[src/scrlm_regs.svh]
`ifndef SCRLM_REGS_SVH
`define SCRLM_REGS_SVH

// ****************************************************************
// Register offsets (byte addresses).
// ****************************************************************
`define SCRLM_OFS_CMD 8'h00
`define SCRLM_OFS_STATUS 8'h04
`define SCRLM_OFS_IRQ_STAT 8'h08
`define SCRLM_OFS_IRQ_MASK 8'h0c
`define SCRLM_OFS_METER 8'h10

// ****************************************************************
// Command codes.
// ****************************************************************
`define SCRLM_CMD_ADDR_FREE 8'h09
`define SCRLM_CMD_ADDR_ONE 8'h89
`define SCRLM_CMD_PEAK 8'h2b
`define SCRLM_CMD_LEVEL 8'h2c
`define SCRLM_CMD_MASK_SET 8'h2d
`define SCRLM_CMD_MASK_CLR 8'h2e

// ****************************************************************
// Field positions and reset values.
// ****************************************************************
`define SCRLM_ST_ADDR_FREE 0
`define SCRLM_ST_PEAK_MODE 1
`define SCRLM_ST_PEAK_MASK 2
`define SCRLM_ST_FROZEN 3
`define SCRLM_ST_READY 4
`define SCRLM_ST_LEFT 5
`define SCRLM_IRQ_Q_READY 0
`define SCRLM_IRQ_SUB_LATE 1
`define SCRLM_IRQ_PEAK_NEW 2
`define SCRLM_IRQ_TRK_DONE 3
`define SCRLM_IRQ_W 4
`define SCRLM_IRQ_MASK_RST 4'h0
`define SCRLM_Q_ADR_ONE 4'h1

// ****************************************************************
// Timing.
// ****************************************************************
`define SCRLM_CLK_PS 5000
`define SCRLM_SUB_WIN_PS 136000000
`define SCRLM_Q_HOLD_PS 64'd11200000000
`define SCRLM_SUB_WIN_CYC (`SCRLM_SUB_WIN_PS / `SCRLM_CLK_PS)
`define SCRLM_Q_HOLD_CYC (`SCRLM_Q_HOLD_PS / `SCRLM_CLK_PS)
`define SCRLM_SFS_HIGH_CYC 6'd32
`define SCRLM_Q_BITS 7'd96

`endif

[src/scrlm_pkg.sv]
package scrlm_pkg;

  typedef struct packed {
    logic valid;
    logic sync;
    logic [7:0] bits;
  } scrlm_sym_t;

  typedef struct packed {
    logic valid;
    logic crc_ok;
    logic [79:0] data;
  } scrlm_qframe_t;

  typedef struct packed {
    logic valid;
    logic [15:0] left;
    logic [15:0] right;
  } scrlm_sample_t;

  typedef struct packed {
    logic active;
    logic half;
    logic done;
  } scrlm_track_t;

  typedef enum logic [1:0] {SCRLM_SC_IDLE, SCRLM_SC_STROBE, SCRLM_SC_READ} scrlm_sc_state_t;

endpackage

[src/scrlm_top.sv]
`timescale 1ns/1ps
`include "scrlm_regs.svh"
// Notes on behaviour
// - Host reads eight subcode bits within 136 us.
// - Subcode output changes on bit clock rises.
// - Without bit clock, output holds P bit.
// - Frame strobe per frame; fall presents P.
// - Block strobe high over sync; fall starts data.
// - Q ready needs CRC pass and address one; code 09 waives both.
// - Code 09 frees address; 89 restores, default.
// - Q clocking freezes holding; read pulse unfreezes.
// - Q ready drops alone after 11.2 ms.
// - Q bits go out LSB first, fixed order.
// - Q output driven only while select low.
// - Track count makes ready a progress monitor.
// - 2B peak mode, 2C level mode default.
// - Level word: channel flag, 15-bit magnitude.
// - Meter word follows 80 Q bits; 96 clocks.
// - Level readouts alternate channels, per-channel maxima.
// - Peak word zero top, readout leaves it.
// - Peak mode sends time latched after peak.
// - 2D masks peak growth, 2E unmasks, default.
module scrlm_top #(
  parameter int unsigned SUB_WIN_CYC = `SCRLM_SUB_WIN_CYC,
  parameter longint unsigned Q_HOLD_CYC = `SCRLM_Q_HOLD_CYC
) (
  input wire logic pclk,
  input wire logic presetn,
  input wire logic psel,
  input wire logic penable,
  input wire logic pwrite,
  input wire logic [7:0] paddr,
  input wire logic [31:0] pwdata,
  output logic [31:0] prdata,
  output logic pready,
  output logic pslverr,
  output logic irq,
  input wire scrlm_pkg::scrlm_sym_t sym_in,
  input wire scrlm_pkg::scrlm_qframe_t q_in,
  input wire scrlm_pkg::scrlm_sample_t sample_in,
  input wire scrlm_pkg::scrlm_track_t track_in,
  input wire logic subcode_bit_clock,
  output logic subcode_serial_out,
  output logic subcode_frame_strobe,
  output logic subcode_block_strobe,
  input wire logic q_read_clock_n,
  input wire logic chip_select_n,
  input wire logic read_write_control,
  output logic q_serial_out,
  output logic q_serial_oe_n,
  output logic q_ready_flag
);
  import scrlm_pkg::*;

  // ****************************************************************
  // Pin synchronisers.
  // ****************************************************************
  logic [3:0] pin_raw;
  logic [3:0] pin_m;
  logic [3:0] pin_s;
  logic [3:0] pin_d;
  assign pin_raw = {read_write_control, chip_select_n, q_read_clock_n, subcode_bit_clock};

  always_ff @(posedge pclk or negedge presetn)
  begin
    if (!presetn)
    begin
      // Presets match each pin's idle level, so reset release shows no false edge.
      pin_m <= 4'h7;
      pin_s <= 4'h7;
      pin_d <= 4'h7;
    end
    else
    begin
      pin_m <= pin_raw;
      pin_s <= pin_m;
      pin_d <= pin_s;
    end
  end

  wire subcode_bit_clock_rise = pin_s[0] & ~pin_d[0];
  wire q_read_clock_n_fall = ~pin_s[1] & pin_d[1];
  wire q_read_clock_n_rise = pin_s[1] & ~pin_d[1];
  wire cs_low = ~pin_s[2];
  wire cs_fall = ~pin_s[2] & pin_d[2];
  wire rwc_rise = pin_s[3] & ~pin_d[3];

  // ****************************************************************
  // APB slave.
  // ****************************************************************
  logic addr_free;
  logic peak_mode;
  logic peak_mask;
  logic frozen;
  logic ready_int;
  logic chan_left;
  logic [3:0] irq_stat;
  logic [3:0] irq_mask;
  logic [15:0] meter_word;

  wire acc = psel & penable & pready;
  wire wr = acc & pwrite;
  wire sel_cmd = paddr == `SCRLM_OFS_CMD;
  wire sel_st = paddr == `SCRLM_OFS_STATUS;
  wire sel_is = paddr == `SCRLM_OFS_IRQ_STAT;
  wire sel_im = paddr == `SCRLM_OFS_IRQ_MASK;
  wire sel_mt = paddr == `SCRLM_OFS_METER;
  wire mapped = sel_cmd | sel_st | sel_is | sel_im | sel_mt;
  wire [7:0] cmd = pwdata[7:0];
  wire cmd_wr = wr & sel_cmd;
  wire [31:0] st_word = {26'h0, chan_left, ready_int, frozen, peak_mask, peak_mode, addr_free};
  wire [31:0] rd_word = sel_st ? st_word :
                        sel_is ? {28'h0, irq_stat} :
                        sel_im ? {28'h0, irq_mask} :
                        sel_mt ? {16'h0, meter_word} : 32'h0;

  // One wait state: the answer is built while pready is low.
  always_ff @(posedge pclk or negedge presetn)
  begin
    if (!presetn)
    begin
      pready <= 1'b0;
      prdata <= 32'h0;
      pslverr <= 1'b0;
    end
    else
    begin
      pready <= psel & penable & ~pready;
      if (psel & penable & ~pready)
      begin
        prdata <= pwrite ? 32'h0 : rd_word;
        pslverr <= ~mapped;
      end
    end
  end

  always_ff @(posedge pclk or negedge presetn)
  begin
    if (!presetn)
    begin
      addr_free <= 1'b0;
      peak_mode <= 1'b0;
      peak_mask <= 1'b0;
    end
    else if (cmd_wr)
    begin
      if (cmd == `SCRLM_CMD_ADDR_FREE) addr_free <= 1'b1;
      if (cmd == `SCRLM_CMD_ADDR_ONE) addr_free <= 1'b0;
      if (cmd == `SCRLM_CMD_PEAK) peak_mode <= 1'b1;
      if (cmd == `SCRLM_CMD_LEVEL) peak_mode <= 1'b0;
      if (cmd == `SCRLM_CMD_MASK_SET) peak_mask <= 1'b1;
      if (cmd == `SCRLM_CMD_MASK_CLR) peak_mask <= 1'b0;
    end
  end

  // ****************************************************************
  // Subcode P to W stream.
  // ****************************************************************
  scrlm_sc_state_t sc_state;
  logic [5:0] sfs_cnt;
  logic [7:0] sub_shift;
  logic [7:0] sub_pend;
  logic [3:0] sub_bits;
  logic [31:0] win_cnt;
  logic sub_late;

  assign subcode_serial_out = sub_shift[7];

  always_ff @(posedge pclk or negedge presetn)
  begin
    if (!presetn)
    begin
      sc_state <= SCRLM_SC_IDLE;
      sfs_cnt <= 6'h0;
      sub_shift <= 8'h0;
      sub_pend <= 8'h0;
      sub_bits <= 4'h0;
      win_cnt <= 32'h0;
      sub_late <= 1'b0;
      subcode_frame_strobe <= 1'b0;
      subcode_block_strobe <= 1'b0;
    end
    else
    begin
      sub_late <= 1'b0;
      if (sym_in.valid)
      begin
        sc_state <= SCRLM_SC_STROBE;
        sfs_cnt <= `SCRLM_SFS_HIGH_CYC;
        sub_pend <= sym_in.bits;
        subcode_frame_strobe <= 1'b1;
        subcode_block_strobe <= sym_in.sync;
        sub_late <= sc_state == SCRLM_SC_READ && sub_bits < 4'd8;
      end
      else
      begin
        unique case (sc_state)
          SCRLM_SC_IDLE:
          begin
          end
          SCRLM_SC_STROBE:
          begin
            sfs_cnt <= sfs_cnt - 6'd1;
            if (sfs_cnt == 6'd1)
            begin
              subcode_frame_strobe <= 1'b0;
              sub_shift <= sub_pend;
              sub_bits <= 4'h0;
              win_cnt <= SUB_WIN_CYC;
              sc_state <= SCRLM_SC_READ;
            end
          end
          SCRLM_SC_READ:
          begin
            if (subcode_bit_clock_rise && sub_bits < 4'd8)
            begin
              sub_shift <= {sub_shift[6:0], 1'b0};
              sub_bits <= sub_bits + 4'd1;
            end
            if (win_cnt != 32'h0)
              win_cnt <= win_cnt - 32'd1;
            else
            begin
              sub_late <= sub_bits < 4'd8;
              sc_state <= SCRLM_SC_IDLE;
            end
          end
        endcase
      end
    end
  end

  // ****************************************************************
  // Meters.
  // ****************************************************************
  function automatic logic [14:0] mag(input logic [15:0] s);
    logic [15:0] a;
    a = s[15] ? (16'h0 - s) : s;
    mag = a[15] ? 15'h7fff : a[14:0];
  endfunction

  logic [14:0] max_l;
  logic [14:0] max_r;
  logic [14:0] peak;
  logic peak_pend;
  logic peak_new;
  logic [23:0] peak_time;
  logic meter_done;

  wire [14:0] mag_l = mag(sample_in.left);
  wire [14:0] mag_r = mag(sample_in.right);
  wire [14:0] mag_max = mag_l > mag_r ? mag_l : mag_r;
  wire peak_up = sample_in.valid & ~peak_mask & (mag_max > peak);
  wire clr_l = meter_done & ~peak_mode & chan_left;
  wire clr_r = meter_done & ~peak_mode & ~chan_left;
  wire [14:0] base_l = clr_l ? 15'h0 : max_l;
  wire [14:0] base_r = clr_r ? 15'h0 : max_r;

  assign meter_word = peak_mode ? {1'b0, peak} :
                      {chan_left, chan_left ? max_l : max_r};

  always_ff @(posedge pclk or negedge presetn)
  begin
    if (!presetn)
    begin
      max_l <= 15'h0;
      max_r <= 15'h0;
      peak <= 15'h0;
      peak_pend <= 1'b0;
      peak_new <= 1'b0;
      peak_time <= 24'h0;
      chan_left <= 1'b1;
    end
    else
    begin
      // A sample arriving on the clearing cycle still counts.
      max_l <= (sample_in.valid && mag_l > base_l) ? mag_l : base_l;
      max_r <= (sample_in.valid && mag_r > base_r) ? mag_r : base_r;
      if (meter_done && !peak_mode)
        chan_left <= ~chan_left;
      if (peak_up)
        peak <= mag_max;
      peak_new <= peak_up;
      if (peak_up)
        peak_pend <= 1'b1;
      else if (q_in.valid && peak_pend)
      begin
        peak_time <= q_in.data[79:56];
        peak_pend <= 1'b0;
      end
    end
  end

  // ****************************************************************
  // Subcode Q holding register and serial port.
  // ****************************************************************
  logic [79:0] q_hold;
  logic [95:0] q_shift;
  logic [6:0] q_bits;
  logic [31:0] hold_cnt;
  logic trk_flag;
  logic trk_done_ev;

  wire q_ok = addr_free | (q_in.crc_ok & (q_in.data[3:0] == `SCRLM_Q_ADR_ONE));
  wire q_take = q_in.valid & ~frozen & q_ok;
  wire [79:0] q_view = peak_mode ? {peak_time, q_hold[55:0]} : q_hold;
  wire [6:0] q_bits_inc = q_bits + 7'd1;
  assign q_serial_out = q_shift[0];
  assign meter_done = q_read_clock_n_rise & cs_low & (q_bits_inc == `SCRLM_Q_BITS);

  always_ff @(posedge pclk or negedge presetn)
  begin
    if (!presetn)
    begin
      q_hold <= 80'h0;
      frozen <= 1'b0;
      ready_int <= 1'b0;
      hold_cnt <= 32'h0;
    end
    else
    begin
      if (q_take)
        q_hold <= q_in.data;
      if (cs_low && q_read_clock_n_fall)
        frozen <= 1'b1;
      else if (rwc_rise)
        frozen <= 1'b0;
      if (q_take)
      begin
        ready_int <= 1'b1;
        hold_cnt <= 32'(Q_HOLD_CYC);
      end
      else if (rwc_rise)
        ready_int <= 1'b0;
      else if (ready_int)
      begin
        hold_cnt <= hold_cnt - 32'd1;
        if (hold_cnt == 32'd1)
          ready_int <= 1'b0;
      end
    end
  end

  always_ff @(posedge pclk or negedge presetn)
  begin
    if (!presetn)
    begin
      q_shift <= 96'h0;
      q_bits <= 7'h0;
      q_serial_oe_n <= 1'b1;
    end
    else
    begin
      q_serial_oe_n <= ~cs_low;
      if (cs_fall)
      begin
        q_shift <= {meter_word, q_view};
        q_bits <= 7'h0;
      end
      else if (cs_low && q_read_clock_n_rise && q_bits != `SCRLM_Q_BITS)
      begin
        q_shift <= {1'b0, q_shift[95:1]};
        q_bits <= q_bits_inc;
      end
    end
  end

  // ****************************************************************
  // Ready pin, track progress and interrupts.
  // ****************************************************************
  always_ff @(posedge pclk or negedge presetn)
  begin
    if (!presetn)
    begin
      trk_flag <= 1'b0;
      trk_done_ev <= 1'b0;
      q_ready_flag <= 1'b0;
      irq_stat <= 4'h0;
      irq_mask <= `SCRLM_IRQ_MASK_RST;
      irq <= 1'b0;
    end
    else
    begin
      if (track_in.half)
        trk_flag <= 1'b1;
      else if (track_in.done)
        trk_flag <= 1'b0;
      trk_done_ev <= track_in.done;
      q_ready_flag <= track_in.active ? trk_flag : ready_int;
      if (wr && sel_im)
        irq_mask <= pwdata[3:0];
      // New events win over a write-one clear in the same cycle.
      irq_stat <= (irq_stat & ~((wr && sel_is) ? pwdata[3:0] : 4'h0)) |
                  {trk_done_ev, peak_new, sub_late, q_take};
      irq <= |(irq_stat & irq_mask);
    end
  end
endmodule

[config.mk]
export PLATFORM = sky130hd
export DESIGN_NAME = scrlm_top
export DESIGN_NICKNAME = d
export VERILOG_FILES = /design/src/scrlm_pkg.sv /design/src/scrlm_top.sv
export VERILOG_INCLUDE_DIRS = /design/src
export SDC_FILE = /design/constraint.sdc
export NUM_CORES = 1
export LEC_CHECK = 0
export BUFFER_PORTS_ARGS = -buffer_cell sky130_fd_sc_hd__buf_4
export CAP_MARGIN = 40
export CELL_PAD_IN_SITES_DETAIL_PLACEMENT = 1
export CELL_PAD_IN_SITES_GLOBAL_PLACEMENT = 1
export CORE_MARGIN = 1
export CORE_UTILIZATION = 35
export CTS_CLUSTER_SIZE = 20
export DETAILED_ROUTE_END_ITERATION = 8
export PLACE_DENSITY_LB_ADDON = 0.1
export SYNTH_ARGS = -nofsm -noshare
export SYNTH_HDL_FRONTEND = slang
export SYNTH_SLANG_ARGS = --single-unit
[constraint.sdc]
create_clock -name pclk -period 6.5 [get_ports pclk]
set_input_delay 0.65 -clock pclk [delete_from_list [all_inputs] [get_ports pclk]]
set_output_delay 0.65 -clock pclk [all_outputs]
set_load 0.02 [all_outputs]
After elaboration in Yosys (flattened, before gate mapping)
Cells that the tools add are included.
W data, S select, Z words.
{"block": "word_totals", "regBits": 414}
{"block": "classes", "n_lt_le_gt_ge": 5, "n_bitwise": 42, "n_reduce_logical": 36, "n_mux": 63, "n_addsub": 7, "n_eq_ne": 23}
{"op": "$mux W96", "count": 2}
{"op": "$mux W32", "count": 5}
{"op": "$mux W16", "count": 8}
{"op": "$mux W15", "count": 8}
{"op": "$mux W80", "count": 1}
{"op": "$pmux W32 S2", "count": 1}
{"op": "$sub A32 B1 Y32 const B", "count": 2}
{"op": "$gt A15 B15 Y1", "count": 4}
{"op": "$eq A32 B1 Y1 const B", "count": 1}
{"op": "$eq A8 B6 Y1 const B", "count": 4}
{"op": "$reduce_bool A32 Y1", "count": 1}
{"op": "$sub A1 B16 Y16 const A", "count": 2}
{"op": "$eq A8 B4 Y1 const B", "count": 3}
{"op": "$mux W1", "count": 23}
{"op": "$reduce_bool A2 Y1", "count": 11}
{"op": "$and A1 B1 Y1", "count": 20}
{"op": "$mux W8", "count": 2}
{"op": "$pmux W8 S2", "count": 1}
{"op": "$mux W7", "count": 2}
{"op": "$not A1 Y1", "count": 13}
{"op": "$mux W4", "count": 3}
{"op": "$mux W6", "count": 2}
{"op": "$reduce_and A2 Y1", "count": 6}
{"op": "$logic_and A1 B1 Y1", "count": 11}
{"op": "29 further kinds", "count": 40}

Depth between registers and ports, before layout
Gate-level depths: netlist of the first run.
{"block": "depth", "word_depth": 10, "depth_mapped": 22, "depth_no_buf": 20}

Worst setup path after synthesis of the first run
OpenSTA, ideal clock, no wires.
{"block": "synth_path", "path_kind": "in2reg", "from": "in sample_in[25] in the netlist's numbering", "to": "reg peak_time[10]", "stages": 21, "t_arrival_ps": 6125, "path_slack_ps": 250, "setup_time_ps": 125, "required_time_ps": 6375, "cell_sequence": "or4_1 or4_1 clkbuf_1 a211oi_1 a31o_2 inv_1 ha_1 nand4_1 nor2_1 o31ai_1 a21oi_1 clkbuf_1 mux2i_1 ha_1 nand4_1 o41ai_1 or2_2 o22ai_1 nand3b_1 buf_2 mux2_2"}
{"block": "synth_via", "elab_chain_cells": 9}
{"item": "start: declaration", "line_no": "scrlm_top.sv:40", "rtl": "input wire scrlm_pkg::scrlm_sample_t sample_in,"}
{"item": "$sub A1 B16 Y16", "line_no": "scrlm_top.sv:238", "rtl": "a = s[15] ? (16'h0 - s) : s;"}
{"item": "$mux W16 *", "line_no": "scrlm_top.sv:238"}
{"item": "$mux W15 *", "line_no": "scrlm_top.sv:239", "rtl": "mag = a[15] ? 15'h7fff : a[14:0];"}
{"item": "$gt A15 B15 Y1", "line_no": "scrlm_top.sv:252", "rtl": "wire [14:0] mag_max = mag_l > mag_r ? mag_l : mag_r;"}
{"item": "$mux W15 *", "line_no": "scrlm_top.sv:252"}
{"item": "net mag_max[9]", "line_no": "scrlm_top.sv:252"}
{"item": "$gt A15 B15 Y1 *", "line_no": "scrlm_top.sv:253", "rtl": "wire peak_up = sample_in.valid & ~peak_mask & (mag_max > peak);"}
{"item": "$and A1 B1 Y1 *", "line_no": "scrlm_top.sv:253"}
{"item": "$not A1 Y1 (no source line) *"}
{"item": "$reduce_and A2 Y1 (no source line) *"}
{"item": "end signal: assignment", "line_no": "scrlm_top.sv:288", "rtl": "peak_time <= q_in.data[79:56];"}
{"item": "end: declaration", "line_no": "scrlm_top.sv:247", "rtl": "logic [23:0] peak_time;"}
The timed path passes the listed nets; every way through them passes the cells marked *.
A chain may end at the register's enable or synchronous reset.

Worst setup path after layout of the first run
{"block": "layout_path", "from": "in sample_in[25] in the netlist's numbering", "to": "reg peak_time[22]"}
Same word-level chain as after synthesis.

==> results of run 1 <==
-- critical path, cell delays in order --
cell and delay, ns:
buf_4 0.11, or4_1 0.61, or4_1 0.65, nor2_2 0.33, nor3b_1 0.19, inv_1 0.13, ha_1 0.25, a21oi_1 0.13
o21ai_0 0.10, a221oi_1 0.41, a21oi_1 0.14, buf_4 0.24, mux2i_1 0.30, ha_1 0.31, a211oi_1 0.22, nor2_1 0.10
a2111oi_0 0.37, o22ai_1 0.20, nand3b_1 0.26, buf_12 0.21, mux2_2 0.29
-- logic make-up after synthesis --
logic type	Yosys count
compound gates	334
fa+ha+maj	71
simple gates	997
buf+inv	201
xor+xnor	74
other cells	1
mux	116
flops	397
-- worst max path at each step --
stage	end	slack, ns	cells after the start
2_1_floorplan	peak_time[10]	0.25	21
3_3_place_gp	peak_time[23]	0.19	21
3_5_place_dp	peak_time[22]	0.17	21
4_1_cts	peak_time[22]	0.78	21
5_1_grt	peak_time[5]	0.31	21
6_report	peak_time[22]	0.73	21
-- routing by layer --
layer | track usage | vias to the layer above | routed length [um]
li1 | - | 7769 | -
met1 | 0.274 | 8094 | 26900
met2 | 0.312 | 188 | 25900
met3 | 0.0275 | 59 | 1920
met4 | 0.0491 | 0 | 979
met5 | 0 | - | 0
-- synth_stat cells (30+ instances only) --
cell type / count
xor2_1: 32
inv_1: 71
dfrtp_1: 387
nand3_1: 36
nand2_1: 539
mux2i_1: 60
a31oi_1: 85
nor3_1: 30
ha_1: 71
o21ai_0: 57
a211oi_1: 31
nor2_1: 186
xnor2_1: 42
mux2_2: 56
nor2b_1: 42
clkbuf_1: 99
a21oi_1: 67
-- through the flow --
step           hold WS (ns)  power (W)  instance area (um2)
2_1_floorplan         0.331    0.00479                20300
3_3_place_gp          0.349    0.00535                22200
3_5_place_dp          0.347    0.00546                22400
4_1_cts               0.124    0.00819                23900
5_1_grt               0.148    0.00861                23900
6_report              0.109    0.00806                23900
-- power groups by stage --
| stage | registers, W | logic, W | clock network, W |
|---|---|---|---|
| 4_1_cts | 0.00352 | 0.00193 | 0.00274 |
| 5_1_grt | 0.00360 | 0.00219 | 0.00282 |
| 3_3_place_gp | 0.00352 | 0.00183 | 0 |
| 6_report | 0.00351 | 0.00190 | 0.00264 |
| 3_5_place_dp | 0.00355 | 0.00191 | 0 |
| 2_1_floorplan | 0.00343 | 0.00136 | 0 |
-- sequential cells by signal, indices dropped and copies added, names as in the netlist, 8 cells and up --
register,flops
hold_cnt,32
max_l,15
max_r,15
peak,15
peak_time,24
prdata,16
q_hold,80
q_shift,96
sub_pend,8
sub_shift,8
win_cnt,32
-- layout make-up --
class / instances / area, um2 / area share
sequential: 397 / 9950 / 0.416
multi-input combinational: 1608 / 9530 / 0.398
timing repair buffer: 205 / 1670 / 0.0700
clock buffer: 77 / 1430 / 0.0599
tap: 756 / 946 / 0.0396
inverter: 71 / 267 / 0.0111
clock inverter: 10 / 119 / 0.00497
==> impl_metrics.tcl, run 1 <==
set metrics [dict create \
    worst_pin_slew_ns 0.945 \
    clkSinkCount 397 \
    post_cts.repair.setup_buffers 0 \
    dieArea_mm2 0.0587 \
    grt_use_total 0.194 \
    grt_pass1_vias 17021 \
    combPwrFrac 0.236 \
    core_mm2 0.0567 \
    rsz0062_at_grt "no" \
    synth_top_cell_area_share 0.479 \
    final_common_cell "nand2_1" \
    dpl.hpwl_mm 38.8 \
    synthXorXnorAreaFrac 0.0321 \
    clock_skew_ns 0.0213 \
    gp_congestion 0.829 \
    layout-area-overhead-vs-synth_pct 18.4 \
    fin_crit_sh 0.887 \
    final.min_clock_period_ns 5.77 \
    p_sw_w 0.00253 \
    drive_gt1_frac 0.158 \
    power_leakage_nw 11.0 \
    synth_largest_area_cell "dfrtp_1" \
    clk_pin_slew_ns 0.06 \
    worst-setup-path-type "in2reg" \
    fmax_ghz 0.173 \
    synth-seq-cells 397 \
    start_util 0.356 \
    synth-simple-area-share 0.223 \
    crit_path_end_kind "flop" \
    final_hold_viol_count 0 \
    holdBufCountCts 0 \
    drt_iter0_markers 894 \
    routedWlPerCell_um 17.8 \
    worstSetupStartpoint "sample_in[25]" \
    nets 2578 \
    pin_count 218 \
    syn_inst 2191 \
    via_count 16110 \
    critPathMaxFanout 24 \
    fp.dieW_um 242 \
    dieHeight_um 242 \
    synth_fa_ha_area_frac 0.0440 \
    final_cell_mix "nand2_1, dfrtp_1, buf_4" \
    ir_drop_uv 233 \
    cts.path.max_buffers 3 \
    synth_top_family_by_area "simple AND/OR/NAND/NOR gates" \
    async_reset_ff_frac 1.00 \
    maxSlewHeadroom 0.370 \
    numPlacedInstances 3037 \
    postLayoutCoreUtil 0.422 \
    cp.arrival_ns 6.23 \
    fin_setup_tns_ns 0 \
    cts_resized 0 \
    firstDrtPassIters 5 \
    ant_nets 0 \
    status "complete, no violations" \
    slew_violations 0 \
    start_kind "input port" \
    overflow 0 \
    wl_mm 55.7 \
    port_buffers 177 \
    timing.final.ws_setup_ns 0.733 \
    r2r-end "max_r[0]" \
    min_path_type "in2async" \
    place_ws_ns 0.172 \
    ys_warn_count 0 \
    layoutNonFillerInstCount 3124 \
    fill_cells 6498 \
    rows 87 \
    synth_edf_count 0 \
    yosysSeqAreaShare 0.492 \
    htree_num_levels 2 \
    synth_compound_area_frac 0.106 \
    synth_mux_area_frac 0.0610 \
    synth.area.top_cells "dfrtp_1, nand2_1, ha_1" \
    drc 0 \
    antenna_found_initial 0 \
    pwr_density_cell_mw_per_mm2 337 \
    synth_ff_type "dfrtp_1" \
    grt_pass1_wl_mm 92.9 \
    viasPerCell 5.16 \
    crit_required_ns 6.96 \
    timing.rr.start "q_bits[0]" \
    cap_violations 0 \
    synth_area_mm2 0.0202 \
    cts_tree "yes" \
    rrSetupSlack_ns 1.91 \
    cts_inserted_buffers 47 \
    avgSynthCellArea_um2 9.22 \
    p_sw_frac 0.314 \
    setup_violations 0 \
    pwr-share-seq 0.436 \
    p_clk_frac 0.328 \
    internal_power_w 0.00553 \
    worst_skew_pair.late_latency_ns 0.58 \
    synth_cell_types 71 \
    cts_root_buffer "clkbuf_16" \
    grt_max_degree 127 \
    reg2reg_depth 14 \
    antennaDiodeCount 0 \
]
Note: power is estimated with default switching activity, not from simulation.
==> run 2, diff against run 1 <==
--- a/config.mk
+++ b/config.mk
@@ -14,6 +14,7 @@
 export CORE_UTILIZATION = 35
 export CTS_CLUSTER_SIZE = 20
 export DETAILED_ROUTE_END_ITERATION = 8
+export MAX_ROUTING_LAYER = met4
 export PLACE_DENSITY_LB_ADDON = 0.1
 export SYNTH_ARGS = -nofsm -noshare
 export SYNTH_HDL_FRONTEND = slang
==> constraint.sdc (replaced) <==
create_clock -name pclk -period 6.5 [get_ports pclk]
set_input_delay 0.65 -clock pclk [delete_from_list [all_inputs] [get_ports pclk]]
set_output_delay 0.65 -clock pclk [all_outputs]
set_load 0.1 [all_outputs]
==> run 2 against run 1 <==
Total power is 0.96% higher. Hold slack better by 0.012 ns. Clock power barely moved. Critical path type unchanged. Critical endpoint unchanged. Highest routed layer unchanged.
==> impl_metrics.tcl, run 2 (synthesized netlist as in run 1, its figures left out) <==
set metrics [dict create \
    status "complete, no violations" \
    cap_violations 0 \
    power_leakage_nw 11.0 \
    pwr_density_cell_mw_per_mm2 340 \
    worst-setup-path-type "in2reg" \
    layout-area-overhead-vs-synth_pct 18.4 \
    dieHeight_um 242 \
    cts_inserted_buffers 47 \
    dieArea_mm2 0.0587 \
    min_path_type "in2async" \
    fp.dieW_um 242 \
    drc 0 \
    largest_reg_flops 96 \
    p_sw_w 0.00261 \
    pin_count 218 \
    worst_skew_pair.late_latency_ns 0.59 \
    maxSlewHeadroom 0.369 \
    fin_crit_sh 0.884 \
    port_buffers 177 \
    fmax_ghz 0.174 \
    cts_resized 0 \
    slowest_stage "or4_1" \
    postLayoutCoreUtil 0.422 \
    clkSinkCount 397 \
    cts_root_buffer "clkbuf_16" \
    p_clk_frac 0.325 \
    drive_gt1_frac 0.158 \
    grt_use_total 0.200 \
    p_sw_frac 0.321 \
    wl_mm 55.7 \
    nets 2578 \
    grt_pass1_wl_mm 92.9 \
    ant_nets 0 \
    slew_violations 0 \
    worst_pin_slew_ns 0.947 \
    final.min_clock_period_ns 5.75 \
    routedWlPerCell_um 17.8 \
    rows 87 \
    antennaDiodeCount 0 \
    htree_num_levels 2 \
    rsz0062_at_grt "no" \
    core_mm2 0.0567 \
    internal_power_w 0.00553 \
    antenna_found_initial 0 \
    setup_violations 0 \
    fin_setup_tns_ns 0 \
    cts.path.max_buffers 3 \
    pwr-share-seq 0.432 \
    start_kind "input port" \
    reg_top3 "q_shift x96, q_hold x80" \
    dpl.hpwl_mm 38.8 \
    final_common_cell "nand2_1" \
    grt_pass1_vias 17030 \
    viasPerCell 5.16 \
    cp.arrival_ns 6.21 \
    overflow 0 \
    cts_tree "yes" \
    start_util 0.356 \
    final_hold_viol_count 0 \
    largest_register "q_shift" \
    ir_drop_uv 233 \
    final_cell_mix "nand2_1, dfrtp_1, buf_4" \
    critPathMaxFanout 24 \
    drt_iter0_markers 930 \
    firstDrtPassIters 5 \
    clock_skew_ns 0.0199 \
    via_count 16131 \
    clk_pin_slew_ns 0.06 \
    crit_path_cell_trace "buf_4 > or4_1 > or4_1 > nor2_2 > nor3b_1 > inv_1 > ha_1 > a21oi_1 > o21ai_0 > a221oi_1 > a21oi_1 > buf_4 > mux2i_1 > ha_1 > a211oi_1 > nor2_1 > a2111oi_0 > o22ai_1 > nand3b_1 > buf_12 > mux2_2" \
    holdBufCountCts 0 \
    combPwrFrac 0.243 \
    grt_max_degree 127 \
    gp_congestion 0.842 \
    slowest_delay_ns 0.65 \
    post_cts.repair.setup_buffers 0 \
    crit_required_ns 6.97 \
    crit_path_end_kind "flop" \
]
[run 2: cell counts in the layout (fill, tap and decap cells not counted)]
Identical to the previous run, type by type.
[run 2: power by group through the flow]
| stage | clock network, W | logic (W) | registers [W] |
|---|---|---|---|
| finish | 0.00265 | 0.00198 | 0.00351 |
| floorplan | 0 | 0.00139 | 0.00347 |
| global placement | 0 | 0.00190 | 0.00352 |
| CTS | 0.00274 | 0.00201 | 0.00352 |
| global route | 0.00282 | 0.00226 | 0.00360 |
| detailed placement | 0 | 0.00199 | 0.00355 |
[run 2: critical path, delay by kind of cell]
| kind | cells | cell delay (ns) |
|---|---|---|
| AO/OA/AOI/OAI | 7 | 1.56 |
| adder cells (fa/ha/maj) | 2 | 0.56 |
| buffers and inverters | 4 | 0.69 |
| multiplexers | 2 | 0.60 |
| AND/OR/NAND/NOR | 6 | 2.13 |
[run 2: path summary, 6_finish.rpt]
path	depth (start not counted)	end	from	slack (ns)
max in group asynchronous	2	q_hold[68]	presetn	5.04
setup reg to reg	14	max_r[0]	q_bits[0]	1.93
hold / removal	1	max_l[13]	presetn	0.12
min in group pclk	1	pin_m[1]	q_read_clock_n	0.17
hold reg to reg	0	pin_s[2]	pin_m[2]	0.35
setup / recovery	21	peak_time[22]	sample_in[25]	0.75
[run 2: metal layers]
metal | global-route usage | share of wire
met3 | 0.0266 | 0.033
met5 | - | 0
met2 | 0.312 | 0.46
met1 | 0.274 | 0.49
met4 | 0.0491 | 0.017
[run 2: stage by stage]
stage / instance area [um2] / total power, W / hold slack (ns) / worst slack [ns] / cells
floorplan: 20300 / 0.00487 / 0.331 / 0.250 / 2206
global placement: 22200 / 0.00542 / 0.349 / 0.189 / 3030
detailed placement: 22400 / 0.00554 / 0.347 / 0.172 / 3037
CTS: 23900 / 0.00827 / 0.124 / 0.783 / 3124
global route: 23900 / 0.00869 / 0.148 / 0.309 / 3124
finish: 23900 / 0.00813 / 0.120 / 0.752 / 3124
[run 2: area by class of cell]
cell class                 instances  area, um2
tap                              756        946
fill                            6498      32800
clock buffer                      77       1430
sequential                       397       9950
multi-input combinational       1608       9530
inverter                          71        267
clock inverter                    10        119
timing repair buffer             205       1670
